$ cat src/include/dbu_regs.vh
// debug breakpoint unit register indices, field positions and reset values
`ifndef DBU_REGS_VH
`define DBU_REGS_VH

// ----------------------------------------------------------------------
// debug register indices (5-bit index space)
// ----------------------------------------------------------------------
`define DBU_IDX_ADDR_ATTR_TRIG  5'h06
`define DBU_IDX_DEBUG_MEM_ATTR  5'h05
`define DBU_IDX_CONFIG          5'h00
`define DBU_IDX_PC_BREAK_BASE   5'h08
`define DBU_IDX_PC_BREAK_MASK   5'h09
`define DBU_IDX_PC_BREAK_ONE    5'h18
`define DBU_IDX_PC_BREAK_TWO    5'h1a
`define DBU_IDX_PC_BREAK_THREE  5'h1b

// ----------------------------------------------------------------------
// configuration register fields
// ----------------------------------------------------------------------
`define DBU_CFG_BRK_IRQ_BIT     0
`define DBU_CFG_PC_EN_LSB       1
`define DBU_CFG_RST             8'h00

// ----------------------------------------------------------------------
// reset values
// ----------------------------------------------------------------------
`define DBU_ATTR_RST            8'h05
`define DBU_TRIG_RST            16'h0005
`define DBU_PC_RST              32'h00000000
`define DBU_MASK_RST            32'h00000000

`endif

$ cat src/design/dbu_pc_match.v
// one program-counter comparator with optional mask
module dbu_pc_match #(
   parameter WIDTH = 32
) (
   input  wire [WIDTH-1:0] pc,
   input  wire [WIDTH-1:0] target,
   input  wire [WIDTH-1:0] mask,
   input  wire             enable,
   output wire             hit
);
   // a set mask bit excludes that bit from the compare
   assign hit = enable & (((pc ^ target) & ~mask) == {WIDTH{1'b0}});
endmodule // dbu_pc_match

$ cat src/design/dbu_debug_unit.v
// debug breakpoint unit: debug register file, breakpoints, status combine
`include "dbu_regs.vh"

// Function
// [RL1] debug command address and attributes never touch breakpoint registers
// [RL2] hidden memory address register loads automatically during memory commands
// [RL3] 8-bit debug memory attribute register lives at index 0x05
// [RL4] attribute register uses trigger low-byte layout, drives all debug accesses
// [RL5] three extra pc breakpoint registers at indices 0x18, 0x1a, 0x1b
// [RL6] original pc breakpoint is masked; extra ones need an exact match
// [RL7] break request halts core or, when configured, raises debug interrupt
// [RL8] combined status output is the AND of four processor status lines
// [RL9] debugger reads combined status low as running, high as halted
// [RL10] earlier breakpoint and trigger registers keep their old behaviour
// [RL11] debug write command carries register index decoded to select register
module dbu_debug_unit #(
   parameter AW = 32,
   parameter DW = 32
) (
   input  wire          mclk,
   input  wire          reset,
   // debug command port from the background debug serial engine
   input  wire          cmd_wr_reg,
   input  wire          cmd_rd_reg,
   input  wire [4:0]    debug_reg_index,
   input  wire [DW-1:0] cmd_wdata,
   output reg  [DW-1:0] cmd_rdata,
   output reg           cmd_rvalid,
   input  wire          cmd_mem_start,
   input  wire [AW-1:0] cmd_mem_addr,
   input  wire          cmd_mem_done,
   output reg  [AW-1:0] dbg_mem_addr,
   output reg  [7:0]    dbg_mem_attr,
   output reg           dbg_mem_active,
   // core side
   input  wire [AW-1:0] core_pc,
   input  wire          core_pc_valid,
   input  wire [3:0]    proc_status_lines,
   input  wire          break_request_in,
   output reg           halt_req,
   output reg           debug_irq,
   output reg  [3:0]    pc_hit,
   output reg           combined_status_out
);

   // ----------------------------------------------------------------------
   // register state
   // ----------------------------------------------------------------------
   reg  [7:0]    cfg_r;
   reg  [7:0]    debug_mem_attr_r;
   reg  [15:0]   addr_attr_trigger_r;
   reg  [AW-1:0] pc_break_base_r;
   reg  [AW-1:0] pc_break_mask_r;
   reg  [AW-1:0] pc_break_one_r;
   reg  [AW-1:0] pc_break_two_r;
   reg  [AW-1:0] pc_break_three_r;
   reg  [AW-1:0] mem_addr_r;
   reg  [1:0]    brk_sync_r;
   reg  [3:0]    pst_meta_r;
   reg  [3:0]    pst_sync_r;
   reg           brk_prev_r;
   wire [3:0]    hit_nxt;
   wire          brk_rise;

   // decode helper used by both the write and read paths
   function sel;
      input [4:0] idx;
      input [4:0] want;
      begin
         sel = (idx == want);
      end
   endfunction

   // ----------------------------------------------------------------------
   // register writes
   // ----------------------------------------------------------------------
   // the memory-command address is a separate hidden register so a debug
   // memory command can never disturb breakpoint comparators
   always @(posedge mclk or posedge reset) begin
      if (reset) begin
         cfg_r               <= `DBU_CFG_RST;
         debug_mem_attr_r    <= `DBU_ATTR_RST;
         addr_attr_trigger_r <= `DBU_TRIG_RST;
         pc_break_base_r     <= `DBU_PC_RST;
         pc_break_mask_r     <= `DBU_MASK_RST;
         pc_break_one_r      <= `DBU_PC_RST;
         pc_break_two_r      <= `DBU_PC_RST;
         pc_break_three_r    <= `DBU_PC_RST;
      end else if (cmd_wr_reg) begin // RL11
         if (sel(debug_reg_index, `DBU_IDX_CONFIG))
            cfg_r <= cmd_wdata[7:0];
         if (sel(debug_reg_index, `DBU_IDX_DEBUG_MEM_ATTR))
            debug_mem_attr_r <= cmd_wdata[7:0]; // RL3
         if (sel(debug_reg_index, `DBU_IDX_ADDR_ATTR_TRIG))
            addr_attr_trigger_r <= cmd_wdata[15:0]; // RL10
         if (sel(debug_reg_index, `DBU_IDX_PC_BREAK_BASE))
            pc_break_base_r <= cmd_wdata[AW-1:0]; // RL10
         if (sel(debug_reg_index, `DBU_IDX_PC_BREAK_MASK))
            pc_break_mask_r <= cmd_wdata[AW-1:0];
         if (sel(debug_reg_index, `DBU_IDX_PC_BREAK_ONE))
            pc_break_one_r <= cmd_wdata[AW-1:0]; // RL5
         if (sel(debug_reg_index, `DBU_IDX_PC_BREAK_TWO))
            pc_break_two_r <= cmd_wdata[AW-1:0]; // RL5
         if (sel(debug_reg_index, `DBU_IDX_PC_BREAK_THREE))
            pc_break_three_r <= cmd_wdata[AW-1:0]; // RL5
      end
   end

   // ----------------------------------------------------------------------
   // register reads (pc breakpoint registers are write only, read zero)
   // ----------------------------------------------------------------------
   always @(posedge mclk or posedge reset) begin
      if (reset) begin
         cmd_rdata  <= {DW{1'b0}};
         cmd_rvalid <= 1'b0;
      end else begin
         cmd_rvalid <= cmd_rd_reg;
         if (cmd_rd_reg) begin
            if (sel(debug_reg_index, `DBU_IDX_DEBUG_MEM_ATTR))
               cmd_rdata <= {{(DW-8){1'b0}}, debug_mem_attr_r};
            else if (sel(debug_reg_index, `DBU_IDX_CONFIG))
               cmd_rdata <= {{(DW-8){1'b0}}, cfg_r};
            else if (sel(debug_reg_index, `DBU_IDX_ADDR_ATTR_TRIG))
               cmd_rdata <= {{(DW-16){1'b0}}, addr_attr_trigger_r};
            else
               cmd_rdata <= {DW{1'b0}};
         end
      end
   end

   // ----------------------------------------------------------------------
   // debug memory command path
   // ----------------------------------------------------------------------
   always @(posedge mclk or posedge reset) begin
      if (reset) begin
         mem_addr_r     <= {AW{1'b0}};
         dbg_mem_addr   <= {AW{1'b0}};
         dbg_mem_attr   <= 8'h00;
         dbg_mem_active <= 1'b0;
      end else begin
         if (cmd_mem_start) begin
            mem_addr_r     <= cmd_mem_addr; // RL2
            dbg_mem_addr   <= cmd_mem_addr; // RL1
            dbg_mem_attr   <= debug_mem_attr_r; // RL4
            dbg_mem_active <= 1'b1;
         end else if (cmd_mem_done) begin
            dbg_mem_active <= 1'b0;
         end
      end
   end

   // ----------------------------------------------------------------------
   // pin synchronisers
   // ----------------------------------------------------------------------
   always @(posedge mclk or posedge reset) begin
      if (reset) begin
         brk_sync_r <= 2'b00;
         brk_prev_r <= 1'b0;
         pst_meta_r <= 4'h0;
         pst_sync_r <= 4'h0;
      end else begin
         brk_sync_r <= {brk_sync_r[0], break_request_in};
         brk_prev_r <= brk_sync_r[1];
         pst_meta_r <= proc_status_lines;
         pst_sync_r <= pst_meta_r;
      end
   end

   assign brk_rise = brk_sync_r[1] & ~brk_prev_r;

   // ----------------------------------------------------------------------
   // pc comparators
   // ----------------------------------------------------------------------
   dbu_pc_match #(.WIDTH(AW)) u_pc0 (
      .pc     (core_pc),
      .target (pc_break_base_r),
      .mask   (pc_break_mask_r), // RL6
      .enable (core_pc_valid & cfg_r[`DBU_CFG_PC_EN_LSB]),
      .hit    (hit_nxt[0])
   );
   dbu_pc_match #(.WIDTH(AW)) u_pc1 (
      .pc     (core_pc),
      .target (pc_break_one_r),
      .mask   ({AW{1'b0}}), // RL6
      .enable (core_pc_valid & cfg_r[`DBU_CFG_PC_EN_LSB+1]),
      .hit    (hit_nxt[1])
   );
   dbu_pc_match #(.WIDTH(AW)) u_pc2 (
      .pc     (core_pc),
      .target (pc_break_two_r),
      .mask   ({AW{1'b0}}),
      .enable (core_pc_valid & cfg_r[`DBU_CFG_PC_EN_LSB+2]),
      .hit    (hit_nxt[2])
   );
   dbu_pc_match #(.WIDTH(AW)) u_pc3 (
      .pc     (core_pc),
      .target (pc_break_three_r),
      .mask   ({AW{1'b0}}),
      .enable (core_pc_valid & cfg_r[`DBU_CFG_PC_EN_LSB+3]),
      .hit    (hit_nxt[3])
   );

   // ----------------------------------------------------------------------
   // break outcome and status
   // ----------------------------------------------------------------------
   // debug_irq is a one-cycle pulse; halt_req pulses on a break request when cfg_r bit 0 is clear and stays high while a pc hit lasts; the core latches them
   always @(posedge mclk or posedge reset) begin
      if (reset) begin
         pc_hit              <= 4'h0;
         halt_req            <= 1'b0;
         debug_irq           <= 1'b0;
         combined_status_out <= 1'b0;
      end else begin
         pc_hit <= hit_nxt;
         if (cfg_r[`DBU_CFG_BRK_IRQ_BIT]) begin
            halt_req  <= |hit_nxt;
            debug_irq <= brk_rise; // RL7
         end else begin
            halt_req  <= brk_rise | (|hit_nxt); // RL7
            debug_irq <= 1'b0;
         end
         // high means halted, low means running
         combined_status_out <= &pst_sync_r; // RL8 RL9
      end
   end

endmodule // dbu_debug_unit

$ cat config.mk
export PLATFORM = sky130hd
export DESIGN_NAME = dbu_debug_unit
export DESIGN_NICKNAME = d
export VERILOG_FILES = /design/src/design/dbu_pc_match.v /design/src/design/dbu_debug_unit.v
export VERILOG_INCLUDE_DIRS = /design/src /design/src/include
export SDC_FILE = /design/constraint.sdc
export NUM_CORES = 1
export LEC_CHECK = 0
export CAP_MARGIN = 20
export CELL_PAD_IN_SITES_DETAIL_PLACEMENT = 1
export CELL_PAD_IN_SITES_GLOBAL_PLACEMENT = 1
export CORE_ASPECT_RATIO = 0.7
export CORE_MARGIN = 1.5
export CORE_UTILIZATION = 47
export CTS_BUF_LIST = sky130_fd_sc_hd__clkbuf_8 sky130_fd_sc_hd__clkbuf_16
export CTS_CLUSTER_SIZE = 28
export DETAILED_ROUTE_END_ITERATION = 16
export DONT_BUFFER_PORTS = 1
export PLACE_DENSITY = 0.76
export RECOVER_POWER = 25
export SYNTH_ARGS = -nofsm -noshare
export SYNTH_HDL_FRONTEND = slang
export SYNTH_SLANG_ARGS = --single-unit
$ cat constraint.sdc
create_clock -name mclk -period 9.8 [get_ports mclk]
set_clock_uncertainty 0.2 [all_clocks]
set_input_delay 1.96 -clock mclk [delete_from_list [all_inputs] [get_ports mclk]]
set_output_delay 1.96 -clock mclk [all_outputs]
set_load 0.005 [all_outputs]
==> out/results.tsv, run 1 <==
metric	value	unit
outcome	complete, but fails checks	
violations	max-capacitance violations, max-slew violations	
numCtsBuffers	27	
hold_buffers	0	
reg2reg_depth	6	
antenna_cells	0	
crit_buf_inv	2	
p_comb_share	13.6	%
synth_area	11480	µm²
power_frac_clock	36.9	%
yosys.area_share.simple	4.109	%
swShare	25.19	%
numClockSinks	268	
rsz0062_at_grt	false	
grt_max_degree	115	
grt_use_total	23.78	%
synth_compound_area_share	2.441	%
antenna_found_initial	0	
arrival	5.82	ns
setup_viol	0	
globalRouteOverflowTotal	0	
synth-edff-count	0	
root_buffer	clkbuf_16	
hold_path.class	reg2reg	
crit_path_max_incr_delay	2.72	ns
io_buffers	0	
rows	47	
drv_cap	1	
route.detailed.drc	0	
hold_violations	0	
drtAntennaViolNets	0	
grt_pass1_wl	45.35	mm
critical_path_class	in2async	
postSynthCellCount	806	
slew-limit-headroom	-231.7	%
drt_wl_total	29.32	mm
die_h	133.8	µm
ys.flop_type	dfrtp_1	
switching_power	724.3	µW
crit_cells	2	
setup_ws	4.303	ns
ys_seq_elements	268	
cp_top_family	buffers and inverters	
synth_area_per_cell	14.24	µm²
pwr-share-seq	49.5	%
yosysWarnings	0	
die-area	25390	µm²
dp_hpwl	20.85	mm
cts_tree	done	
p_per_area	226.1	nW/µm²
synth_mux_area_share	22.76	%
nNetsFinal	926	
synth-adder-area-share	0	%
p_leak	0.005697	µW
vdd_drop_max	0.0001294	V
fin_crit_sh	56.10	%
initial_core_util	48.20	%
crit_path_end_kind	asynchronous set/reset pin	
critical_path_peak_fanout	114	
clockBufferDepth	3	
cts_resized	0	
seq_area_frac_synth	58.46	%
final_common_cell	dfrtp_1	
async_flop_share	100.0	%
design.portCount	194	
startpoint_type	input port	
worstHoldPathCells	0	
ys_types	35	
tightest_slew	4.948	ns
drt_iter0_drc	327	
htreeDepth	1	
drt-vias-per-instance	5.713	
cpMaxStageDelayCell	clkinvlp_2	
firstDrtPassIters	5	
fin_tns_setup	0	ns
core_area	23820	µm²
holdWs	0.1467	ns
dr_total_vias	6570	
drive_gt1_share	34.38	%
synth_top_family_by_area	multiplexers	
syn2layout_area_growth	10.76	%
gp_congestion	0.8860	
layout_common_cells	dfrtp_1 (264), mux2_2 (225), xor2_1 (79)	
fmax	0.1819	GHz
cp.required	10.12	ns
layout_min_cycle_time	5.497	ns
first_global_vias	7343	
postCtsSetupBuffers	0	
path_cells	clkinvlp_2 > buf_4	
preCtsSetupSlack	5.715	ns
die_x	189.8	µm
wire_per_inst	25.50	µm
clkTransAtPathRegs	0.06	ns
slew_viol_final	115	
synthXorXnorAreaFrac	9.766	%
clk_latency	0.53	ns
totalPowerFinal	2875	µW
intPower	2151	µW
[per-stage QoR]
step / utilization [%] / area [µm²] / instances
2_1_floorplan: - / 11540 / 821
3_3_place_gp: 49.40 / 11770 / 1101
3_5_place_dp: 49.40 / 11770 / 1101
4_1_cts: 53.30 / 12690 / 1149
5_1_grt: 53.39 / 12710 / 1150
6_report: 53.39 / 12710 / 1150
[power by group through the flow]
stage                     Clock [µW]  Sequential [µW]  Combinational (µW)
after floorplan                    0             1400                 304
after global placement             0             1420                 370
after detailed placement           0             1440                 387
after CTS                       1080             1420                 393
after global routing            1130             1440                 427
final                           1060             1420                 392
[flip-flops by register name, summed over array words and instances, names as in the netlist, 8 cells and up]
name / count
pc_break_three_r: 32
pc_break_two_r: 32
pc_break_one_r: 32
dbg_mem_attr: 8
pc_break_base_r: 32
cfg_r: 8
debug_mem_attr_r: 8
pc_break_mask_r: 32
dbg_mem_addr: 32
addr_attr_trigger_r: 16
cmd_rdata: 16
[routing by layer]
layer  vias up  part of all wire, %  GRT usage [%]  wire length (µm)
met4         0                  2.3          5.996               672
met3        47                  7.6          7.534              2240
met1      3505                   44          32.10             12810
met2       182                   46          37.38             13600
li1       2836                    -              -                 -
met5         -                    0              0                 0
[final cells by class]
class | instances | area (µm²)
timing repair buffer | 8 | 80.08
clock inverter | 12 | 127.6
inverter | 10 | 38.79
fill | 2283 | 11100
sequential | 268 | 6711
tap | 318 | 397.9
clock buffer | 36 | 799.5
multi-input combinational | 498 | 4559
[synthesized netlist by cell type, drive strengths merged (2+ instances only)]
| library cell | n | area share [%] |
|---|---|---|
| a21oi | 8 | 0.35 |
| a222oi | 8 | 0.70 |
| and4b | 2 | 0.17 |
| buf | 30 | 1.6 |
| clkbuf | 15 | 0.49 |
| dfrtp | 264 | 58 |
| dfstp | 4 | 0.92 |
| inv | 10 | 0.33 |
| mux2 | 232 | 23 |
| nand2 | 10 | 0.33 |
| nand3 | 10 | 0.44 |
| nand4 | 8 | 0.44 |
| nor2 | 14 | 0.46 |
| nor3 | 3 | 0.13 |
| nor4 | 26 | 1.5 |
| o21ai | 8 | 0.35 |
| o22ai | 14 | 0.76 |
| xnor2 | 49 | 3.7 |
| xor2 | 79 | 6.0 |
[cell families after synthesis]
family                    Yosys count
xor gates and xnor gates          128
muxes                             232
other                               1
DFF                               268
and+or+nand+nor                    80
buffers and inverters              55
AOI/OAI and AO/OA                  42
[worst paths after layout]
check,startpoint,to,slack (ns)
worst max-delay path,reset,pc_break_base_r[29],4.30
worst max register to register,pc_break_three_r[8],halt_req,7.22
worst min-delay path,brk_sync_r[0],brk_sync_r[1],0.15
max in group mclk,core_pc[16],halt_req,6.20
min in group asynchronous,reset,dbg_mem_addr[28],2.63
worst min register to register,brk_sync_r[0],brk_sync_r[1],0.15
(Power assumes the default switching activity.)
==> run 2: changes to the inputs <==
--- a/config.mk
+++ b/config.mk
@@ -11,12 +11,12 @@
 export CELL_PAD_IN_SITES_GLOBAL_PLACEMENT = 1
 export CORE_ASPECT_RATIO = 0.7
 export CORE_MARGIN = 1.5
-export CORE_UTILIZATION = 47
+export CORE_UTILIZATION = 52
 export CTS_BUF_LIST = sky130_fd_sc_hd__clkbuf_8 sky130_fd_sc_hd__clkbuf_16
 export CTS_CLUSTER_SIZE = 28
 export DETAILED_ROUTE_END_ITERATION = 16
 export DONT_BUFFER_PORTS = 1
-export PLACE_DENSITY = 0.76
+export PLACE_DENSITY = 0.79
 export RECOVER_POWER = 25
 export SYNTH_ARGS = -nofsm -noshare
 export SYNTH_HDL_FRONTEND = slang
==> constraint.sdc (replaced) <==
create_clock -name mclk -period 5.3 [get_ports mclk]
set_clock_uncertainty 0.2 [all_clocks]
set_input_delay 1.06 -clock mclk [delete_from_list [all_inputs] [get_ports mclk]]
set_output_delay 1.06 -clock mclk [all_outputs]
set_load 0.005 [all_outputs]
==> run 2 against run 1 <==
Net effect:
- the flow now finishes without violations
- core utilization rose by 4.9 points
- first-iteration DRC count grew 38%
- die area decreased by 9.4%
- cell area down 0.67%
- register-to-register slack worse by 4.6 ns
- routed wire length grew 1.0%
- power is 84% higher
- cell count is 3.2% lower
- worst setup slack worse by 1.8 ns
- sequential share of layout area up 0.36 points
- non-clock buffer count shrank 1
- via count fell by 0.41%
- critical endpoint is now halt_req
- largest cell class unchanged
- largest power group unchanged
==> out/results.tsv, run 2 (synthesis gave the netlist of run 1 again) <==
metric	value	unit
design.portCount	194	
fin_tns_setup	0	ns
crit_path_max_incr_delay	0.77	ns
first_global_vias	7309	
intPower	3922	µW
dr_total_vias	6543	
layout_min_cycle_time	2.812	ns
grt_use_total	26.61	%
dp_hpwl	20.51	mm
hold_buffers	0	
cpMaxStageDelayCell	nor4_1	
switching_power	1360	µW
busiest_layer	met2	
tightest_slew	1.039	ns
htreeDepth	1	
postCtsSetupBuffers	0	
drive_gt1_share	34.18	%
r2r-start	pc_break_three_r[18]	
slew_viol_final	0	
nNetsFinal	924	
power_frac_clock	36.3	%
swShare	25.74	%
r2r_slack	2.63	ns
rows	45	
grt_use_met3	7.554	%
fill_cells	2050	
die_h	127.3	µm
slew-limit-headroom	30.70	%
fin_crit_sh	53.05	%
cp_top_family	simple AND/OR/NAND/NOR gates	
clockBufferDepth	3	
hold_violations	0	
numCtsBuffers	26	
vdd_drop_max	0.0002481	V
cts_resized	0	
use_met2	43.78	%
die_x	180.6	µm
clkTransAtPathRegs	0.07	ns
drt_iter0_drc	450	
root_buffer	clkbuf_16	
use_met1	35.84	%
path_cells	xor2_1 > nor4_1 > nand4_1 > nor4_1 > nor2_1 > or4b_1	
route.detailed.drc	0	
crit_start	core_pc[18]	
p_per_area	418.2	nW/µm²
grt_pass1_wl	45.85	mm
crit_path_end_kind	register	
core_area	21680	µm²
p_comb_share	13.8	%
cpMostUsedCell	nor4_1	
final_common_cell	dfrtp_1	
regArea	6711	µm²
layout_common_cells	dfrtp_1 (264), mux2_2 (225), xor2_1 (79)	
preCtsSetupSlack	2.064	ns
grt_max_degree	193	
gp_congestion	0.8013	
drtAntennaViolNets	0	
arrival	3.09	ns
setup_viol	0	
hold_path.class	reg2reg	
globalRouteOverflowTotal	0	
p_leak	0.005666	µW
rsz0062_at_grt	false	
die-area	22990	µm²
critical_path_peak_fanout	4	
setup_ws	2.488	ns
drv_cap	0	
numClockSinks	268	
clk_latency	0.53	ns
crit_buf_inv	0	
outcome	completed	
drt_wl_total	29.62	mm
io_buffers	0	
antenna_found_initial	0	
multi_input_comb_area	4559	µm²
cts_tree	done	
fmax	0.3556	GHz
wire_per_inst	26.62	µm
firstDrtPassIters	5	
critical_path_class	in2reg	
cp.required	5.58	ns
syn2layout_area_growth	10.02	%
antenna_cells	0	
startpoint_type	input port	
hp-start	pst_meta_r[1]	
pwr-share-seq	49.9	%
initial_core_util	52.96	%
drt-vias-per-instance	5.879	
run 2: routing by layer:
layer / routed length (µm) / part of all wire [%] / vias up
met2: 14360 / 48 / 181
met4: 438 / 1.5 / 0
li1: - / - / 2824
met3: 1990 / 6.7 / 38
met5: 0 / 0 / -
met1: 12830 / 43 / 3500
run 2: area by class of cell:
class / instances / area share, %
clock buffers: 32 / 5.895
clock inverters: 16 / 1.248
inverters: 10 / 0.3071
multi-input cells: 498 / 36.10
flip-flops and latches: 268 / 53.14
well taps: 282 / 2.794
repair buffers: 7 / 0.5152
run 2: worst reg2reg max path: stages, from the launching register on:
cell and delay (ns):
dfrtp_1 0.39, xor2_1 0.18, nor4_1 0.77, nand4_1 0.18, nor4_1 0.61, nor2_1 0.11, or4b_1 0.18
run 2: power by group through the flow:
| stage | registers, µW | logic [µW] | clock network (µW) |
|---|---|---|---|
| after global routing | 2670 | 789 | 2030 |
| after floorplan | 2580 | 562 | 0 |
| after detailed placement | 2670 | 719 | 0 |
| after CTS | 2630 | 730 | 1960 |
| final | 2640 | 727 | 1920 |
| after global placement | 2630 | 682 | 0 |
run 2: stage by stage:
step                std cells  total power [µW]  util (%)  area (µm²)  hold WS [ns]
floorplan                 821              3146         -       11540        0.1312
global placement         1065              3314     54.11       11730        0.1374
detailed placement       1065              3384     54.11       11730        0.1362
CTS                      1113              5320     58.27       12630        0.1500
global route             1113              5488     58.26       12630        0.1548
finish                   1113              5281     58.26       12630        0.1472
run 2: worst paths after layout:
check,depth (start not counted),endpoint
setup / recovery,6,halt_req
hold / removal,0,pst_sync_r[1]
setup reg to reg,6,halt_req
hold reg to reg,0,pst_sync_r[1]
max in group asynchronous,2,pc_break_mask_r[6]
min in group asynchronous,1,cmd_rdata[11]
==> run 3: changes to the inputs <==
--- a/config.mk
+++ b/config.mk
@@ -11,12 +11,12 @@
 export CELL_PAD_IN_SITES_GLOBAL_PLACEMENT = 1
 export CORE_ASPECT_RATIO = 0.7
 export CORE_MARGIN = 1.5
-export CORE_UTILIZATION = 52
+export CORE_UTILIZATION = 47
 export CTS_BUF_LIST = sky130_fd_sc_hd__clkbuf_8 sky130_fd_sc_hd__clkbuf_16
 export CTS_CLUSTER_SIZE = 28
 export DETAILED_ROUTE_END_ITERATION = 16
 export DONT_BUFFER_PORTS = 1
-export PLACE_DENSITY = 0.79
+export PLACE_DENSITY = 0.76
 export RECOVER_POWER = 25
 export SYNTH_ARGS = -nofsm -noshare
 export SYNTH_HDL_FRONTEND = slang
==> constraint.sdc (replaced) <==
create_clock -name mclk -period 2.3 [get_ports mclk]
set_clock_uncertainty 0.2 [all_clocks]
set_input_delay 0.46 -clock mclk [delete_from_list [all_inputs] [get_ports mclk]]
set_output_delay 0.46 -clock mclk [all_outputs]
set_load 0.005 [all_outputs]
==> run 3 against run 2 <==
Net effect:
- the flow now finishes with violations (negative setup slack)
- count of clock-buffer cells in the layout grew 1
- non-clock buffer count grew 101
- register-to-register slack lost 2.7 ns
- power grew 140%
- sequential cell count is the same
- critical path depth is the same
- clock power grew 130%
- critical path type is now reg2reg
- largest power group unchanged
==> out/results.tsv, run 3 (synthesis gave the netlist of run 1 again) <==
metric	value	unit
core_area	23820	µm²
antenna_found_initial	4	
r2r_end	halt_req	
slew_viol_final	0	
fmax	0.4227	GHz
rsz0062_at_grt	true	
rows	47	
first_global_vias	8085	
firstDrtPassIters	5	
gp_congestion	0.8518	
root_buffer	clkbuf_16	
power_frac_clock	35.4	%
drv_cap	0	
initial_core_util	48.20	%
swShare	26.93	%
fill_cells	2256	
slew-limit-headroom	18.36	%
crit_path_end_kind	register	
vdd_drop_max	0.0006209	V
r2r-start	pc_break_three_r[18]	
crit_start	pc_break_three_r[18]	
drt-vias-per-instance	5.630	
design.portCount	194	
io_buffers	0	
htreeDepth	1	
tightest_slew	1.225	ns
clk_latency	0.54	ns
drive_gt1_share	32.80	%
drtAntennaViolNets	0	
dp.cells	1124	
grt_pass1_wl	50.93	mm
clkTransAtPathRegs	0.06	ns
final_common_cell	dfrtp_1	
hold_path.class	in2reg	
multi_input_comb_area	4572	µm²
route.detailed.drc	0	
fin_crit_sh	102.9	%
critical_path_class	reg2reg	
pwr-share-seq	48.9	%
setup_ws	-0.06572	ns
drt_iter0_drc	382	
numCtsBuffers	27	
critPathCapture	halt_req	
startpoint_type	register	
die_h	133.8	µm
die_x	189.8	µm
die-area	25390	µm²
critical_path_peak_fanout	2	
violations	negative setup slack	
layout_min_cycle_time	2.366	ns
drt_wl_total	32.98	mm
syn2layout_area_growth	19.14	%
p_comb_share	15.7	%
wire_per_inst	26.30	µm
p_per_area	910.2	nW/µm²
intPower	9096	µW
dp_hpwl	21.49	mm
hold_violations	0	
grt_max_degree	59	
reg2reg_depth	6	
cts_tree	done	
dr_total_vias	7060	
outcome	complete, but fails checks	
layout_common_cells	dfrtp_1 (264), mux2_2 (224), xor2_1 (79)	
r2r_slack	-0.07	ns
nNetsFinal	1026	
setup_viol	1	
clockBufferDepth	3	
switching_power	3352	µW
numClockSinks	268	
regArea	6711	µm²
preCtsSetupSlack	-0.03532	ns
p_leak	0.006114	µW
finalNonFillerCells	1254	
grt_use_total	26.83	%
globalRouteOverflowTotal	0	
cp.required	2.55	ns
arrival	2.62	ns
[run 3: cell count changes in the layout (fill, tap and decap cells not counted), moves of 2 or more]
cell,change
clkinv_2,+5
clkbuf_1,+7
buf_4,+11
dlygate4sd3_1,+75
inv_1,-2
nor4_2,+2
buf_12,+6
diode_2,+3
nor4_1,-2
[run 3: power by group through the flow]
stage	clock (µW)	sequential [µW]	combinational, µW
after global routing	4700	6170	2100
after global placement	0	6060	1640
after CTS	4480	6060	1940
after floorplan	0	5960	1300
after detailed placement	0	6130	1720
final	4400	6090	1950
[run 3: worst min path at each step]
stage          depth (start not counted)           from  slack (ns)            end
2_1_floorplan                          0  brk_sync_r[0]        0.13  brk_sync_r[1]
3_3_place_gp                           0  pst_meta_r[2]        0.14  pst_sync_r[2]
3_5_place_dp                           0  pst_meta_r[1]        0.14  pst_sync_r[1]
4_1_cts                                3    core_pc[28]        0.02      pc_hit[3]
5_1_grt                                3    core_pc[28]        0.06      pc_hit[3]
6_report                               3    core_pc[21]        0.05      pc_hit[1]
[run 3: final cells by class]
class	instances	area share (%)
Clock inverter	16	0.9423
Sequential cell	268	49.07
Timing Repair Buffer	108	7.767
Clock buffer	33	5.544
Multi-Input combinational cell	498	33.43
Tap cell	318	2.909
Antenna cell	3	0.05489
Inverter	10	0.2836
[run 3: per-layer routing]
metal	part of all wire (%)	vias up	wire length, µm	GRT usage, %
met2	49	213	16140	44.53
met1	42	3748	13790	35.46
met5	0	-	0	0
met3	7.3	52	2415	7.060
met4	2.0	0	644	5.952
li1	-	3047	-	-
[run 3: what timing repair did]
item,in CTS,in global routing
endpoints found under the setup margin,1,2
hold endpoints to repair,339,0
setup buffers,1,0
hold buffers,77,0
pin swaps,3,1
gates cloned,0,0
gates resized for setup,1,1
[run 3: stage by stage]
stage                     utilization, %  cell area [µm²]  TNS (ns)  power (µW)  hold slack (ns)
after floorplan                        -            11540   -504.43        7251           0.1312
after global placement             50.48            12020         0        7705           0.1378
after detailed placement           50.48            12020  -0.03532        7851           0.1380
after CTS                          57.58            13710         0       12490          0.02314
after global routing               57.42            13670  -0.06442       12970          0.06075
final                              57.43            13680  -0.06572       12450          0.05139
[run 3: worst max-delay path, cell delays in order (launching register included)]
cell and delay [ns]:
dfrtp_1 0.40, xor2_1 0.16, nor4_1 0.60, nand4_1 0.25, nor4_2 0.37, nor2_1 0.12
or4b_1 0.19
